File: src/verilog/laser_cfg_consts.vh
// Offsets, field positions, reset values and timing counts
// for the configuration register page. Definitions only.
`ifndef LASER_CFG_CONSTS_VH
`define LASER_CFG_CONSTS_VH

// Byte offsets within the page
`define OFS_MOD_HI      8'h82
`define OFS_MOD_LO      8'h83
`define OFS_DAC1_HI     8'h84
`define OFS_DAC1_LO     8'h85
`define OFS_DAC2_HI     8'h86
`define OFS_DAC2_LO     8'h87
`define OFS_APC_PERIOD  8'h88
`define OFS_ROUTING     8'h89
`define OFS_LATCH       8'h8a

// Reset values
`define RST_VALUE       9'h000
`define RST_APC_PERIOD  3'h0
`define RST_ROUTING     8'h80
`define RST_LATCH       8'h00

// Writable bits of the two configuration bytes
`define ROUTING_WMASK   8'hbc
`define LATCH_WMASK     8'hc7

// Routing byte fields
`define BIT_LOSS_SRC    7
`define BIT_LOSS_INV    5
`define BIT_ADDR_SEL    4
`define BIT_ALM_PAGE    3
`define BIT_RSEL_INV    2

// Latch byte fields
`define BIT_GENERAL_OUTPUT_ONE_FORCE  7
`define BIT_GENERAL_OUTPUT_ONE_POL    6
`define BIT_ALM_LATCH   2
`define BIT_QT_LATCH    1
`define BIT_WARN_LATCH  0

// Fixed serial address when address select is clear
`define FIXED_DEV_ADDR  8'ha2

// Lookup table selects
`define LUT_SEL_MOD     2'h0
`define LUT_SEL_DAC1    2'h1
`define LUT_SEL_DAC2    2'h2

// Clock and APC sample periods
`define CLK_PERIOD_NS   25
`define APC_NS_0        800
`define APC_NS_1        1200
`define APC_NS_2        1600
`define APC_NS_3        2000
`define APC_NS_4        2800
`define APC_NS_5        3200
`define APC_NS_6        4400
`define APC_NS_7        6400
`define APC_CYC_0       (`APC_NS_0 / `CLK_PERIOD_NS)
`define APC_CYC_1       (`APC_NS_1 / `CLK_PERIOD_NS)
`define APC_CYC_2       (`APC_NS_2 / `CLK_PERIOD_NS)
`define APC_CYC_3       (`APC_NS_3 / `CLK_PERIOD_NS)
`define APC_CYC_4       (`APC_NS_4 / `CLK_PERIOD_NS)
`define APC_CYC_5       (`APC_NS_5 / `CLK_PERIOD_NS)
`define APC_CYC_6       (`APC_NS_6 / `CLK_PERIOD_NS)
`define APC_CYC_7       (`APC_NS_7 / `CLK_PERIOD_NS)

`endif

File: src/verilog/delta_sigma_dac.v
// First-order delta-sigma bit stream for a 9-bit value.
// Assumes an external filter referenced to the DAC reference input.
`timescale 1ns/1ps
module delta_sigma_dac (
	input  wire       clk,
	input  wire       nrst,
	input  wire [8:0] value,
	output reg        bitOut
);
	reg  [8:0] acc_reg;
	wire [9:0] sum;

	// Pulse density is value/512 of full scale
	assign sum = {1'b0, acc_reg} + {1'b0, value};

	always @(posedge clk) begin
		if (!nrst) begin
			acc_reg <= 9'h000;
			bitOut  <= 1'b0;
		end else begin
			acc_reg <= sum[8:0];
			bitOut  <= sum[9];
		end
	end
endmodule // delta_sigma_dac

File: src/verilog/flag_latch.v
// Comparison flags that either mirror or stick, per latch mode.
// Assumes compare is refreshed by the monitor each cycle.
`timescale 1ns/1ps
module flag_latch #(
	parameter WIDTH = 8
) (
	input  wire             clk,
	input  wire             nrst,
	input  wire             latchMode,
	input  wire [WIDTH-1:0] compare,
	input  wire             clear,
	output reg  [WIDTH-1:0] flags
);
	always @(posedge clk) begin
		if (!nrst) begin
			flags <= {WIDTH{1'b0}};
		end else if (latchMode) begin
			// New set wins over a clear in the same cycle
			flags <= (clear ? {WIDTH{1'b0}} : flags) | compare;
		end else begin
			flags <= compare;
		end
	end
endmodule // flag_latch

File: src/verilog/laser_ctrl_config_registers.v
// Configuration and output-value register page of the module
// controller. Assumes a serial-bus slave that presents byte
// accesses within this page and a STOP pulse, and a lookup-table
// store with one cycle of read latency.
`timescale 1ns/1ps
`include "laser_cfg_consts.vh"

// Functional notes
// - Modulation value reloads from its table per temperature conversion.
// - First DAC value reloads from its table per temperature conversion.
// - Second DAC value reloads from its table per temperature conversion.
// - Value registers are 9 bits, bit 8 in low bit of upper byte.
// - Modulation write needs recall off and top or lower-with-write password.
// - First DAC write needs recall off and the write password condition.
// - Second DAC write needs recall off and the write password condition.
// - Reads need top password, or lower with read or read-write permit.
// - DAC outputs scale as reference times value over 512.
// - Three-bit select picks APC sample period from 800 to 6400 ns.
// - Loss output source: low alarm when 0, input pin when 1.
// - Loss invert bit inverts the buffered input onto the output.
// - Address select clear answers at A2h, set uses programmed byte.
// - Alarm-enable page bit swaps the alarm-enable row between pages.
// - Rate-select invert bit inverts the rate-select output pin.
// - Output one follows input one, or is forced active by software.
// - Polarity bit inverts the active state of output one.
// - Alarm latch bit makes alarm flags stick once set.
// - Quick-trip latch bit makes quick-trip flags stick once set.
// - Warning latch bit makes warning flags stick once set.
// - With modulation recall off, host value applies at bus STOP.
// - With DAC recall off, host value applies at STOP; else automatic.
// - Modulation table at 1,index[6:0]; DAC tables at 1,0,index[6:1].
module laser_ctrl_config_registers (
	input  wire        clk,
	input  wire        nrst,
	input  wire [7:0]  regAddr,
	input  wire        regWrite,
	input  wire        regRead,
	input  wire [7:0]  regWrData,
	input  wire        busStop,
	input  wire        topPasswordLevel,
	input  wire        lowerPasswordLevel,
	input  wire        tableReadWritePermit,
	input  wire        tableReadPermit,
	input  wire        modulationAutoRecall,
	input  wire        auxDacOneAutoRecall,
	input  wire        auxDacTwoAutoRecall,
	input  wire [7:0]  temperatureIndex,
	input  wire        tempConvDone,
	input  wire [8:0]  lutData,
	input  wire [7:0]  programmedAddress,
	input  wire        signalLossInput,
	input  wire        signalLossLowAlarm,
	input  wire        rateSelectIn,
	input  wire        generalInputOne,
	input  wire [15:0] alarmCompare,
	input  wire [7:0]  quickTripCompare,
	input  wire [15:0] warningCompare,
	input  wire        alarmClear,
	input  wire        quickTripClear,
	input  wire        warningClear,
	output reg  [7:0]  regRdData,
	output reg         regRdValid,
	output reg         regAccessDenied,
	output reg  [7:0]  lutAddr,
	output reg  [1:0]  lutSelect,
	output reg         lutReadEn,
	output reg  [8:0]  modulationOut,
	output wire        auxDacOneOut,
	output wire        auxDacTwoOut,
	output reg         apcSampleTick,
	output reg         signalLossOutput,
	output reg         rateSelectOutput,
	output reg         generalOutputOne,
	output reg  [7:0]  deviceAddress,
	output reg         alarmEnablePageFive,
	output wire [15:0] alarmFlags,
	output wire [7:0]  quickTripFlags,
	output wire [15:0] warningFlags
);
	localparam S_IDLE = 3'd0;
	localparam S_MOD  = 3'd1;
	localparam S_DAC1 = 3'd2;
	localparam S_DAC2 = 3'd3;
	localparam S_DONE = 3'd4;

	// Value registers: 0 modulation, 1 first DAC, 2 second DAC
	reg  [8:0] value_reg   [0:2];
	reg  [8:0] applied_reg [0:2];
	reg  [2:0] pending_reg;
	reg  [2:0] apcSel_reg;
	reg  [7:0] routing_reg;
	reg  [7:0] latchCfg_reg;
	reg  [2:0] state_reg;
	reg  [2:0] state_next;
	reg  [6:0] index_reg;
	reg  [8:0] apcCount_reg;
	reg  [7:0] rdData_next;

	wire       readOk;
	wire       writeOk;
	wire [2:0] recallOn;
	wire [8:0] apcPeriod;

	assign recallOn = {auxDacTwoAutoRecall, auxDacOneAutoRecall,
		modulationAutoRecall};

	// Sample period in clock cycles for a select code
	function [8:0] apcCycles;
		input [2:0] sel;
		reg   [31:0] cycles;
		begin
			case (sel)
				3'h0: cycles = `APC_CYC_0;
				3'h1: cycles = `APC_CYC_1;
				3'h2: cycles = `APC_CYC_2;
				3'h3: cycles = `APC_CYC_3;
				3'h4: cycles = `APC_CYC_4;
				3'h5: cycles = `APC_CYC_5;
				3'h6: cycles = `APC_CYC_6;
				default: cycles = `APC_CYC_7;
			endcase
			// Longest period is 256 cycles, fits nine bits
			apcCycles = cycles[8:0];
		end
	endfunction

	// Which value register an offset hits, 3 for none
	function [1:0] valueSlot;
		input [7:0] addr;
		begin
			case (addr)
				`OFS_MOD_HI, `OFS_MOD_LO:   valueSlot = 2'd0;
				`OFS_DAC1_HI, `OFS_DAC1_LO: valueSlot = 2'd1;
				`OFS_DAC2_HI, `OFS_DAC2_LO: valueSlot = 2'd2;
				default:                    valueSlot = 2'd3;
			endcase
		end
	endfunction

	assign readOk = topPasswordLevel | (lowerPasswordLevel &
		(tableReadWritePermit | tableReadPermit));
	assign writeOk = topPasswordLevel |
		(lowerPasswordLevel & tableReadWritePermit);

	assign apcPeriod = apcCycles(apcSel_reg);

	// recall sequence: one table per cycle
	always @* begin
		state_next = state_reg;
		case (state_reg)
			S_IDLE: begin
				if (tempConvDone)
					state_next = S_MOD;
			end
			S_MOD:   state_next = S_DAC1;
			S_DAC1:  state_next = S_DAC2;
			S_DAC2:  state_next = S_DONE;
			S_DONE:  state_next = S_IDLE;
			default: state_next = S_IDLE;
		endcase
	end

	always @(posedge clk) begin
		if (!nrst) begin
			state_reg <= S_IDLE;
			index_reg <= 7'h00;
			lutAddr   <= 8'h00;
			lutSelect <= `LUT_SEL_MOD;
			lutReadEn <= 1'b0;
		end else begin
			state_reg <= state_next;
			lutReadEn <= 1'b0;
			case (state_next)
				S_MOD: begin
					index_reg <= temperatureIndex[6:0];
					lutAddr   <= {1'b1, temperatureIndex[6:0]};
					lutSelect <= `LUT_SEL_MOD;
					lutReadEn <= 1'b1;
				end
				S_DAC1: begin
					lutAddr   <= {2'b10, index_reg[6:1]};
					lutSelect <= `LUT_SEL_DAC1;
					lutReadEn <= 1'b1;
				end
				S_DAC2: begin
					lutAddr   <= {2'b10, index_reg[6:1]};
					lutSelect <= `LUT_SEL_DAC2;
					lutReadEn <= 1'b1;
				end
				default: begin
					lutAddr   <= lutAddr;
					lutSelect <= lutSelect;
				end
			endcase
		end
	end

	// Value registers, recall capture and STOP-time apply
	genvar g;
	generate
		for (g = 0; g < 3; g = g + 1) begin : gValue
			wire capture;
			wire hostWr;
			// Data for slot g arrives one state after its address
			assign capture = recallOn[g] &&
				(state_reg == g + 2);
			assign hostWr = regWrite && writeOk && !recallOn[g] &&
				(valueSlot(regAddr) == g);

			always @(posedge clk) begin
				if (!nrst) begin
					value_reg[g]   <= `RST_VALUE;
					applied_reg[g] <= `RST_VALUE;
					pending_reg[g] <= 1'b0;
				end else if (capture) begin
					value_reg[g]   <= lutData;
					applied_reg[g] <= lutData;
					pending_reg[g] <= 1'b0;
				end else begin
					if (hostWr) begin
						// bit 8 lives in upper byte bit 0
						if (regAddr[0] == 1'b0)
							value_reg[g][8] <= regWrData[0];
						else
							value_reg[g][7:0] <= regWrData;
					end
					if (busStop) begin
						if (pending_reg[g])
							applied_reg[g] <= value_reg[g];
						// A write in the STOP cycle waits for the next STOP
						pending_reg[g] <= hostWr;
					end else if (hostWr) begin
						pending_reg[g] <= 1'b1;
					end
				end
			end
		end
	endgenerate

	// Configuration byte writes
	always @(posedge clk) begin
		if (!nrst) begin
			apcSel_reg   <= `RST_APC_PERIOD;
			routing_reg  <= `RST_ROUTING;
			latchCfg_reg <= `RST_LATCH;
		end else if (regWrite && writeOk) begin
			case (regAddr)
				`OFS_APC_PERIOD: apcSel_reg <= regWrData[2:0];
				`OFS_ROUTING:
					routing_reg <= regWrData & `ROUTING_WMASK;
				`OFS_LATCH:
					latchCfg_reg <= regWrData & `LATCH_WMASK;
				default: apcSel_reg <= apcSel_reg;
			endcase
		end
	end

	// read data, bits 7:1 of value upper bytes read zero
	always @* begin
		case (regAddr)
			`OFS_MOD_HI:     rdData_next = {7'h00, value_reg[0][8]};
			`OFS_MOD_LO:     rdData_next = value_reg[0][7:0];
			`OFS_DAC1_HI:    rdData_next = {7'h00, value_reg[1][8]};
			`OFS_DAC1_LO:    rdData_next = value_reg[1][7:0];
			`OFS_DAC2_HI:    rdData_next = {7'h00, value_reg[2][8]};
			`OFS_DAC2_LO:    rdData_next = value_reg[2][7:0];
			`OFS_APC_PERIOD: rdData_next = {5'h00, apcSel_reg};
			`OFS_ROUTING:    rdData_next = routing_reg;
			`OFS_LATCH:      rdData_next = latchCfg_reg;
			default:         rdData_next = 8'h00;
		endcase
		if (!readOk)
			rdData_next = 8'h00;
	end

	always @(posedge clk) begin
		if (!nrst) begin
			regRdData       <= 8'h00;
			regRdValid      <= 1'b0;
			regAccessDenied <= 1'b0;
		end else begin
			regRdValid <= regRead;
			if (regRead)
				regRdData <= rdData_next;
			// Refused accesses are flagged for the bus slave to NACK
			regAccessDenied <= (regRead && !readOk) ||
				(regWrite && (!writeOk || (valueSlot(regAddr) != 2'd3
				&& recallOn[valueSlot(regAddr)])));
		end
	end

	// APC sample tick every selected period
	always @(posedge clk) begin
		if (!nrst) begin
			apcCount_reg  <= 9'h000;
			apcSampleTick <= 1'b0;
		end else if (apcCount_reg >= apcPeriod - 9'h001) begin
			apcCount_reg  <= 9'h000;
			apcSampleTick <= 1'b1;
		end else begin
			apcCount_reg  <= apcCount_reg + 9'h001;
			apcSampleTick <= 1'b0;
		end
	end

	// Pin routing and address selection
	always @(posedge clk) begin
		if (!nrst) begin
			modulationOut       <= `RST_VALUE;
			signalLossOutput    <= 1'b0;
			rateSelectOutput    <= 1'b0;
			generalOutputOne    <= 1'b0;
			deviceAddress       <= `FIXED_DEV_ADDR;
			alarmEnablePageFive <= 1'b0;
		end else begin
			modulationOut <= applied_reg[0];
			if (routing_reg[`BIT_LOSS_SRC])
				signalLossOutput <= signalLossInput ^
					routing_reg[`BIT_LOSS_INV];
			else
				signalLossOutput <= signalLossLowAlarm;
			rateSelectOutput <= rateSelectIn ^
				routing_reg[`BIT_RSEL_INV];
			generalOutputOne <= (latchCfg_reg[`BIT_GENERAL_OUTPUT_ONE_FORCE] |
				generalInputOne) ^ latchCfg_reg[`BIT_GENERAL_OUTPUT_ONE_POL];
			deviceAddress <= routing_reg[`BIT_ADDR_SEL] ?
				programmedAddress : `FIXED_DEV_ADDR;
			alarmEnablePageFive <= routing_reg[`BIT_ALM_PAGE];
		end
	end

	delta_sigma_dac uDacOne (
		.clk    (clk),
		.nrst   (nrst),
		.value  (applied_reg[1]),
		.bitOut (auxDacOneOut)
	);

	delta_sigma_dac uDacTwo (
		.clk    (clk),
		.nrst   (nrst),
		.value  (applied_reg[2]),
		.bitOut (auxDacTwoOut)
	);

	flag_latch #(.WIDTH(16)) uAlarm (
		.clk       (clk),
		.nrst      (nrst),
		.latchMode (latchCfg_reg[`BIT_ALM_LATCH]),
		.compare   (alarmCompare),
		.clear     (alarmClear),
		.flags     (alarmFlags)
	);

	flag_latch #(.WIDTH(8)) uQuickTrip (
		.clk       (clk),
		.nrst      (nrst),
		.latchMode (latchCfg_reg[`BIT_QT_LATCH]),
		.compare   (quickTripCompare),
		.clear     (quickTripClear),
		.flags     (quickTripFlags)
	);

	flag_latch #(.WIDTH(16)) uWarning (
		.clk       (clk),
		.nrst      (nrst),
		.latchMode (latchCfg_reg[`BIT_WARN_LATCH]),
		.compare   (warningCompare),
		.clear     (warningClear),
		.flags     (warningFlags)
	);
endmodule // laser_ctrl_config_registers
File: config.mk
export PLATFORM = sky130hd
export DESIGN_NAME = laser_ctrl_config_registers
export DESIGN_NICKNAME = d
export VERILOG_FILES = /design/src/verilog/delta_sigma_dac.v /design/src/verilog/flag_latch.v /design/src/verilog/laser_ctrl_config_registers.v
export VERILOG_INCLUDE_DIRS = /design/src /design/src/verilog
export SDC_FILE = /design/constraint.sdc
export NUM_CORES = 1
export LEC_CHECK = 0
export BUFFER_PORTS_ARGS = -buffer_cell sky130_fd_sc_hd__buf_2
export CORE_MARGIN = 10
export CORE_UTILIZATION = 30
export DETAILED_ROUTE_END_ITERATION = 16
export MAX_ROUTING_LAYER = met4
export PLACE_DENSITY = 0.51
export SETUP_SLACK_MARGIN = 0.05
export SLEW_MARGIN = 20
export SYNTH_ARGS = -nofsm -noshare
export SYNTH_HDL_FRONTEND = slang
export SYNTH_SLANG_ARGS = --single-unit
File: constraint.sdc
create_clock -name clk -period 6.6 [get_ports clk]
set_clock_uncertainty 0.15 [all_clocks]
set_input_delay 1.32 -clock clk [delete_from_list [all_inputs] [get_ports clk]]
set_output_delay 1.32 -clock clk [all_outputs]
set_load 0.01 [all_outputs]
==> results of run 1 <==
==> power breakdown <==
part           switching [W]  total (W)  internal, W
Clock               0.000519    0.00103     0.000512
Sequential         0.0000347    0.00131      0.00127
Combinational       0.000179   0.000296     0.000117
==> per-layer routing <==
layer / GRT usage, % / vias up / part of all wire (%)
met5: - / - / 0
met4: 3.71 / 0 / 1.2
met3: 3.44 / 24 / 4.3
met2: 22.4 / 161 / 47
met1: 18.4 / 3019 / 47
li1: - / 3174 / -
==> how the worst max path moves through the flow <==
| stage | end | from | slack [ns] |
|---|---|---|---|
| 2_1_floorplan | value_reg[0][0] | regAddr[5] | 2.95 |
| 3_3_place_gp | value_reg[0][1] | regAddr[5] | 2.39 |
| 3_5_place_dp | value_reg[0][1] | regAddr[5] | 2.35 |
| 4_1_cts | value_reg[0][6] | regAddr[5] | 2.81 |
| 5_1_grt | applied_reg[1][4] | nrst | 2.91 |
| 6_report | value_reg[0][3] | regAddr[5] | 3.12 |
==> synth_stat cells (all sizes together), types with 3 or more instances <==
master	instances
a22o	55
a221oi	3
edfxtp	54
o21bai	5
o31ai	5
or3	4
a21o	5
a211oi	6
and2	17
xnor2	5
o21ai	44
mux2i	9
dfxtp	137
nor2	80
nand2b	7
nand2	63
ha	24
xor2	12
mux2	3
or2	3
clkbuf	33
a31oi	8
a21oi	75
nor3	16
a22oi	7
nand3	13
nor2b	15
inv	16
and3	13
o21a	9
nand4	3
o22ai	4
buf	9
==> cell families (layout without fill, tap and decap cells) <==
group | count (synthesis) | count (layout)
adders and majority gates | 26 | 26
other | 1 | 2
AOI/OAI and AO/OA | 235 | 235
buffers and inverters | 58 | 235
muxes | 13 | 13
and+or+nand+nor | 244 | 244
xor gates and xnor gates | 17 | 17
DFF | 191 | 191
==> cell type report <==
cell class	count	share of cell area [%]
inverters	16	0.616
repair buffers	187	9.67
clock buffers	18	4.40
multi-input cells	536	34.6
clock inverters	14	1.62
well taps	335	4.30
diodes	1	0.0257
flip-flops and latches	191	44.7
==> stage by stage <==
step	util (%)	worst slack (ns)	instance area, um2	hold slack, ns	instances
after global placement	35.1	2.39	9160	0.283	1265
after detailed placement	35.1	2.35	9160	0.286	1265
after CTS	37.4	2.81	9740	0.301	1297
after floorplan	-	2.95	7960	0.276	785
after global routing	37.4	2.91	9760	0.315	1298
final	37.4	3.12	9760	0.302	1298
==> results.json, run 1 <==
{
  "cp-start-kind": "input pin",
  "rsz0062_at_grt": "no",
  "min_path_cells": 1,
  "synth_xor_xnor_area_share_pct": 1.87,
  "slew_headroom_pct": 36.3,
  "min_from": "applied_reg[0][3]",
  "post_drt_via_cell_ratio": 4.91,
  "period_needed_ns": 3.48,
  "regArea_um2": 4360,
  "r2r_end": "applied_reg[2][6]",
  "gr-total-overflow": 0,
  "synth_compound_area_share_pct": 19.3,
  "mostFrequentLayoutCells": "184 x buf_2, 137 x dfxtp_1, 80 x nor2_1",
  "fin_crit_sh_pct": 52.7,
  "crit_cells": 6,
  "drive_gt1_share_pct": 24.2,
  "multiInputGateArea_um2": 3380,
  "ant_nets": 0,
  "path_class": "in -> reg",
  "synth_fp_nets": 912,
  "endpoint_kind": "flop",
  "path_max_fanout": 8,
  "clock_sinks": 191,
  "chipHeight_um": 183,
  "holdCritPathClass": "reg -> reg",
  "p_leak_nw": 4.15,
  "grt_pass1_vias": 6332,
  "ir_drop_mv": 0.166,
  "crit_chain": "buf_2 -> or4b_1 -> nor3_4 -> nor3b_2 -> nand2_1 -> o21ai_1",
  "ys_seq_area_share_pct": 54.8,
  "fmax_mhz": 288,
  "arrival_ns": 3.39,
  "dieArea_um2": 33400,
  "numCtsBuffers": 17,
  "synthCells": 785,
  "layout_commonest_cell": "buf_2",
  "synth-edff-count": 54,
  "area_growth_pct": 22.6,
  "drtIter0Drc": 391,
  "ys.flop_type": "dfxtp_1",
  "cts_hold_buf": 0,
  "crit_buf_inv": 1,
  "cpPeakStageDelay_ns": 0.70,
  "worstRegToRegCells": 5,
  "cts_resized": 0,
  "async_reset_ff_share_pct": 0,
  "drv_cap": 0,
  "tns_ns": 0,
  "hpwl_um": 17600,
  "synth_fa_ha_area_share_pct": 4.28,
  "final_hold_viol_count": 0,
  "cts_max_level": 4,
  "synth-seq-cells": 191,
  "portBuffers": 184,
  "wl_um": 23800,
  "yosysTopAreaCell": "dfxtp_1",
  "antenna_found_initial": 1,
  "wl_per_cell_um": 18.3,
  "final_nets": 1076,
  "first_pass_iters": 6,
  "root_buffer": "clkbuf_16",
  "grt_pass1_wl_um": 37000,
  "clock_latency_ns": 0.44,
  "muxShareOfSynthArea_pct": 1.84,
  "gp_congestion": 0.846,
  "finalPower_w": 0.00263,
  "drc": 0,
  "pwr_density_cell_nw_per_um2": 270,
  "synth_top_cells_by_area": "dfxtp_1 34%, edfxtp_1 20%, a22o_1 6.1%",
  "syn_avg_cell_area_um2": 10.1,
  "r2r_start": "state_reg[0]",
  "grt_usage_pct": 14.4,
  "fill_cells": 2637,
  "core_um2": 26100,
  "crit_family": "simple AND/OR/NAND/NOR gates",
  "ys_types": 55,
  "ys.warnings.count": 0,
  "rrSetupSlack_ns": 3.88,
  "maxSlewViolCount": 0,
  "cts_tree": "built",
  "cts.clk_slew.worst_paths_ns": 0.08,
  "cts_max_path_buffers": 2,
  "status": "completed",
  "worstHoldEndpoint": "modulationOut[3]",
  "synth_top_cell_area_share_pct": 34.5,
  "synth_top_family_by_area": "compound AO/OA/AOI/OAI gates",
  "vias": 6378,
  "worst_pin_slew_ns": 0.956,
  "cts_setup_buffers": 0,
  "rows": 59,
  "yosys.area_share.simple_pct": 15.0,
  "finalSetupViolations": 0,
  "start_util_pct": 30.5,
  "crit_path_top_delay_cell": "or4b_1",
  "grt_max_degree": 82,
  "required_ns": 6.52,
  "syn_area_um2": 7960,
  "boundaryPins": 186,
  "die_w_um": 183
}
Power figures use the tool's default switching activity.
==> inputs of run 2 (changes only) <==
==> constraint.sdc (replaced) <==
create_clock -name clk -period 3.4 [get_ports clk]
set_clock_uncertainty 0.15 [all_clocks]
set_input_delay 0.68 -clock clk [delete_from_list [all_inputs] [get_ports clk]]
set_output_delay 0.68 -clock clk [all_outputs]
set_load 0.01 [all_outputs]
==> run 2 against run 1 <==
Sequential share of layout area is 0.56 points lower. Sequential power grew 93%. Register-to-register slack got worse by 3.0 ns. Largest cell class unchanged. Highest routed layer unchanged. Largest power group unchanged. Non-clock buffer count up 16.
==> results.json, run 2 (synthesized netlist as in run 1, its figures left out) <==
{
  "seqPwrFrac_pct": 49.3,
  "p_leak_nw": 4.23,
  "mostFrequentLayoutCells": "184 x buf_2, 137 x dfxtp_1, 80 x nor2_1",
  "holdCritPathClass": "in -> reg",
  "portBuffers": 184,
  "cts_hold_buf": 0,
  "required_ns": 3.39,
  "dieArea_um2": 33400,
  "r2r_start": "state_reg[1]",
  "regArea_um2": 4360,
  "clock_sinks": 191,
  "cts_setup_buffers": 0,
  "cp-start-kind": "input pin",
  "multiInputGateArea_um2": 3370,
  "final_nets": 1092,
  "path_max_fanout": 8,
  "drive_gt1_share_pct": 25.3,
  "utilization_pct": 37.9,
  "clock_latency_ns": 0.44,
  "start_util_pct": 30.5,
  "final_hold_viol_count": 0,
  "p_clk_share_pct": 39.2,
  "combPwrFrac_pct": 11.5,
  "fin_crit_sh_pct": 73.0,
  "boundaryPins": 186,
  "finalPower_w": 0.00514,
  "cts_max_path_buffers": 2,
  "grt_usage_pct": 14.4,
  "layout_commonest_cell": "buf_2",
  "cts_resized": 0,
  "antenna_found_initial": 1,
  "min_from": "programmedAddress[5]",
  "slew_headroom_pct": 50.6,
  "hpwl_um": 18000,
  "path_class": "in -> reg",
  "core_um2": 26100,
  "wl_per_cell_um": 18.0,
  "grt_max_degree": 46,
  "worstHoldEndpoint": "deviceAddress[5]",
  "rows": 59,
  "power_switching_w": 0.00143,
  "worstRegToRegCells": 6,
  "arrival_ns": 2.48,
  "chipHeight_um": 183,
  "cts.clk_slew.worst_paths_ns": 0.08,
  "maxSlewViolCount": 0,
  "period_needed_ns": 2.48,
  "gr-total-overflow": 0,
  "rrSetupSlack_ns": 0.92,
  "drv_cap": 0,
  "numCtsBuffers": 17,
  "drc": 0,
  "internal-power_w": 0.00371,
  "fill_cells": 2662,
  "worst_pin_slew_ns": 0.731,
  "cts_tree": "built",
  "rsz0062_at_grt": "no",
  "crit_path_top_delay_cell": "or4b_1",
  "layout_setup_ws_ns": 0.917,
  "grt_pass1_vias": 6582,
  "switching_share_pct": 27.8,
  "pwr_density_cell_nw_per_um2": 520,
  "endpoint_kind": "flop",
  "cts_max_level": 4,
  "fmax_mhz": 403,
  "drtIter0Drc": 412,
  "area_growth_pct": 24.1,
  "status": "completed",
  "crit_buf_inv": 2,
  "grt_pass1_wl_um": 37200,
  "worstSetupStartpoint": "regAddr[5]",
  "ant_nets": 0,
  "r2r_end": "applied_reg[2][8]",
  "min_path_cells": 2,
  "post_drt_via_cell_ratio": 4.91,
  "dpl_cell_area_um2": 9280,
  "first_pass_iters": 5,
  "root_buffer": "clkbuf_16",
  "crit_family": "simple AND/OR/NAND/NOR gates",
  "wl_um": 23700,
  "finalSetupViolations": 0,
  "post-place-ws_ns": 0.482,
  "crit_chain": "buf_2 -> or4b_1 -> nor3_4 -> nor3b_2 -> nand2_1 -> o21ai_0 -> buf_4",
  "vias": 6457,
  "tns_ns": 0,
  "die_w_um": 183,
  "cpPeakStageDelay_ns": 0.70,
  "stdcell_area_um2": 9880,
  "ir_drop_mv": 0.323,
  "gp_congestion": 0.832
}
==> run 2: changes by cell type in the layout (fill, tap and decap cells not counted), moves of 2 or more <==
cell      change
o21ai_0       +2
buf_4        +16
o21ai_1       -2
nor2b_2       -2
clkinv_4      +3
nor2b_1       +2
inv_6         -4
==> run 2: worst max-delay path by stage <==
stage / end / slack, ns / depth (start not counted)
2_1_floorplan: value_reg[0][0] / 0.39 / 6
3_3_place_gp: value_reg[0][4] / 0.48 / 7
3_5_place_dp: value_reg[0][4] / 0.48 / 7
4_1_cts: applied_reg[2][7] / 0.92 / 6
5_1_grt: applied_reg[2][6] / 0.79 / 6
6_report: value_reg[0][5] / 0.92 / 7
==> run 2: power groups by stage <==
stage | clock (W) | sequential, W | combinational [W]
2_1_floorplan | 0 | 0.00260 | 0.000319
3_3_place_gp | 0 | 0.00258 | 0.000591
3_5_place_dp | 0 | 0.00258 | 0.000595
4_1_cts | 0.00207 | 0.00253 | 0.000598
5_1_grt | 0.00216 | 0.00255 | 0.000663
6_report | 0.00201 | 0.00253 | 0.000592
==> run 2: per-layer routing <==
metal	share of wire (%)	wire length, um	vias to the layer above	global-route usage (%)
met1	46	10800	3066	17.9
li1	-	-	3201	-
met4	1.1	252	0	3.32
met2	48	11300	172	23.0
met3	5.5	1290	18	3.86
met5	0	0	-	-
==> run 2: area by class of cell <==
class                           instances  share of cell area (%)
Sequential cell                       191                    44.2
Multi-Input combinational cell        536                    34.1
Tap cell                              335                    4.24
Inverter                               16                   0.608
Clock buffer                           18                    4.34
Antenna cell                            2                  0.0507
Clock inverter                         14                    1.72
Timing Repair Buffer                  203                    10.8
==> run 2: metrics by stage <==
stage               instances  hold WS (ns)
finish                   1315         0.278
global route             1314         0.260
CTS                      1313         0.261
detailed placement       1281         0.289
global placement         1281         0.284
floorplan                 785         0.276
==> inputs of run 3 (changes only) <==
--- a/config.mk
+++ b/config.mk
@@ -6,12 +6,13 @@
 export SDC_FILE = /design/constraint.sdc
 export NUM_CORES = 1
 export LEC_CHECK = 0
+export ABC_AREA = 1
 export BUFFER_PORTS_ARGS = -buffer_cell sky130_fd_sc_hd__buf_2
 export CORE_MARGIN = 10
 export CORE_UTILIZATION = 30
 export DETAILED_ROUTE_END_ITERATION = 16
 export MAX_ROUTING_LAYER = met4
-export PLACE_DENSITY = 0.51
+export PLACE_DENSITY = 0.5
 export SETUP_SLACK_MARGIN = 0.05
 export SLEW_MARGIN = 20
 export SYNTH_ARGS = -nofsm -noshare
==> constraint.sdc (replaced) <==
create_clock -name clk -period 2.3 [get_ports clk]
set_clock_uncertainty 0.15 [all_clocks]
set_input_delay 0.46 -clock clk [delete_from_list [all_inputs] [get_ports clk]]
set_output_delay 0.46 -clock clk [all_outputs]
set_load 0.01 [all_outputs]
==> run 3 against run 2 <==
Synthesized cell count rose by 27%. Register-to-register slack lost 0.61 ns. Worst setup slack worse by 0.61 ns. Final area is 4.0% higher. Critical path type is now reg -> reg.
==> results.json, run 3 <==
{
  "status": "completed",
  "gp_congestion": 0.855,
  "synth_top_cell_area_share_pct": 33.4,
  "drv_cap": 0,
  "worst_pin_slew_ns": 0.729,
  "final_hold_viol_count": 0,
  "fill_cells": 2801,
  "cts.clk_slew.worst_paths_ns": 0.08,
  "root_buffer": "clkbuf_16",
  "die_w_um": 185,
  "holdCritPathClass": "in -> reg",
  "ant_nets": 0,
  "vias": 6993,
  "synthTopCellsByCount": "220 x nand2_1, 154 x inv_1, 137 x dfxtp_1",
  "ys.flop_type": "dfxtp_1",
  "cts_tree": "built",
  "wl_per_cell_um": 15.1,
  "drtIter0Drc": 368,
  "synthCells": 995,
  "post_drt_via_cell_ratio": 4.48,
  "antenna_found_initial": 5,
  "crit_path_top_delay_cell": "fa_1",
  "synth-seq-cells": 191,
  "fmax_mhz": 503,
  "tns_ns": 0,
  "core_um2": 27000,
  "synth-edff-count": 54,
  "hold_slack_ns": 0.0586,
  "grt_max_degree": 43,
  "synth_compound_area_share_pct": 13.8,
  "p_leak_nw": 4.88,
  "ys_seq_area_share_pct": 53.1,
  "crit_chain": "ha_1 -> inv_1 -> fa_1 -> inv_1 -> nand3_1 -> nand2_1 -> nand2_1 -> nand2_1 -> a21oi_1 -> o21ai_0 -> a21oi_1",
  "yosys.area_share.simple_pct": 19.8,
  "cpPeakStageDelay_ns": 0.41,
  "slew_headroom_pct": 51.2,
  "final_nets": 1328,
  "rows": 60,
  "cts_resized": 0,
  "portBuffers": 184,
  "arrival_ns": 2.17,
  "syn_area_um2": 8210,
  "maxSlewViolCount": 0,
  "numCtsBuffers": 17,
  "boundaryPins": 186,
  "post-place-ws_ns": 0.115,
  "dieArea_um2": 34400,
  "crit_family": "adder cells",
  "cts_max_level": 4,
  "grt_usage_pct": 14.0,
  "grt_pass1_wl_um": 36600,
  "first_pass_iters": 5,
  "path_max_fanout": 4,
  "mostFrequentLayoutCells": "220 x nand2_1, 184 x buf_2, 154 x inv_1",
  "clock_sinks": 191,
  "rsz0062_at_grt": "no",
  "synth_top_family_by_area": "simple AND/OR/NAND/NOR gates",
  "syn_avg_cell_area_um2": 8.26,
  "synth_top_cells_by_area": "dfxtp_1 33%, edfxtp_1 20%, nand2_1 10%",
  "synth_xor_xnor_area_share_pct": 1.07,
  "fin_crit_sh_pct": 86.4,
  "muxShareOfSynthArea_pct": 0,
  "synth_fp_nets": 1122,
  "gr-total-overflow": 0,
  "worstSetupStartpoint": "applied_reg[1][0]",
  "stdcell_area_um2": 10300,
  "drc": 0,
  "grt_pass1_vias": 6967,
  "finalSetupViolations": 0,
  "ys.warnings.count": 0,
  "ys_types": 41,
  "wl_um": 23500,
  "crit_buf_inv": 2,
  "ir_drop_mv": 0.374,
  "clock_latency_ns": 0.43,
  "endpoint_kind": "flop",
  "drive_gt1_share_pct": 21.4,
  "synth_fa_ha_area_share_pct": 4.14,
  "yosysMostFrequentCell": "nand2_1",
  "r2r_start": "applied_reg[1][0]",
  "pwr_density_cell_nw_per_um2": 730,
  "period_needed_ns": 1.99,
  "area_growth_pct": 25.1,
  "async_reset_ff_share_pct": 0,
  "regArea_um2": 4360,
  "cp-start-kind": "flop",
  "layout_commonest_cell": "nand2_1",
  "yosysTopAreaCell": "dfxtp_1",
  "hpwl_um": 18400,
  "cts_hold_buf": 0,
  "multiInputGateArea_um2": 3190,
  "required_ns": 2.48,
  "min_from": "programmedAddress[5]",
  "chipHeight_um": 185,
  "cts_setup_buffers": 0,
  "crit_top_cell": "nand2_1",
  "path_class": "reg -> reg",
  "layout_setup_ws_ns": 0.312,
  "start_util_pct": 30.5,
  "cts_max_path_buffers": 2,
  "dpl_cell_area_um2": 9670
}
[run 3: changes by cell type in the layout (fill, tap and decap cells not counted), sizes merged, moves of 8 or more]
cell and delta:
nand2 +159, and2 -17, a21oi +30, nand3 +47, o21a -8, nor3 -8
o21ai +55, nor2 -11, nor2b -15, mux2i -9, and3 -13, a22o -55
inv +141
[run 3: final cells by class]
| type | count | area share [%] |
|---|---|---|
| clock buffers | 18 | 4.38 |
| multi-input cells | 629 | 31.0 |
| clock inverters | 14 | 1.38 |
| repair buffers | 206 | 10.8 |
| diodes | 5 | 0.122 |
| flip-flops and latches | 191 | 42.5 |
| inverters | 156 | 5.70 |
| well taps | 341 | 4.15 |
[run 3: path summary, 6_finish.rpt]
| kind | endpoint | slack (ns) | depth (start not counted) |
|---|---|---|---|
| setup / recovery | uDacOne.acc_reg[6] | 0.31 | 11 |
| hold reg to reg | modulationOut[8] | 0.28 | 2 |
| hold / removal | deviceAddress[5] | 0.06 | 2 |
| setup reg to reg | uDacOne.acc_reg[6] | 0.31 | 11 |
[run 3: cell families after synthesis]
kind of cell / count (synthesis)
compound gates: 216
xor+xnor: 10
fa+ha+maj: 26
buf+inv: 175
flops: 191
other cells: 1
simple gates: 376
[run 3: per-stage QoR]
step | util (%) | std cells | total power (W)
floorplan | - | 995 | 0.00426
CTS | 38.1 | 1554 | 0.00760
global placement | 35.9 | 1522 | 0.00460
detailed placement | 35.9 | 1522 | 0.00461
finish | 38.1 | 1560 | 0.00751
global route | 38.1 | 1560 | 0.00786
[run 3: power breakdown]
| part | internal [W] | switching, W |
|---|---|---|
| Clock | 0.00151 | 0.00147 |
| Combinational | 0.000301 | 0.000508 |
| Sequential | 0.00364 | 0.0000782 |
| Total | 0.00545 | 0.00205 |
[run 3: worst reg2reg max path: cells and delay by family, from the launching register on]
kind	cells	cell delay [ns]
adder cells (fa/ha/maj)	2	0.61
AND/OR/NAND/NOR	4	0.32
flip-flops	1	0.34
buffers and inverters	2	0.18
AO/OA/AOI/OAI	3	0.27
[run 3: layer usage]
metal  global-route usage, %  up-vias  part of all wire (%)
met5                       -        -                     0
met4                    2.99        0                  0.84
met3                    3.86       16                   5.4
met2                    23.2      153                    50
met1                    16.7     3151                    44
li1                        -     3673                     -
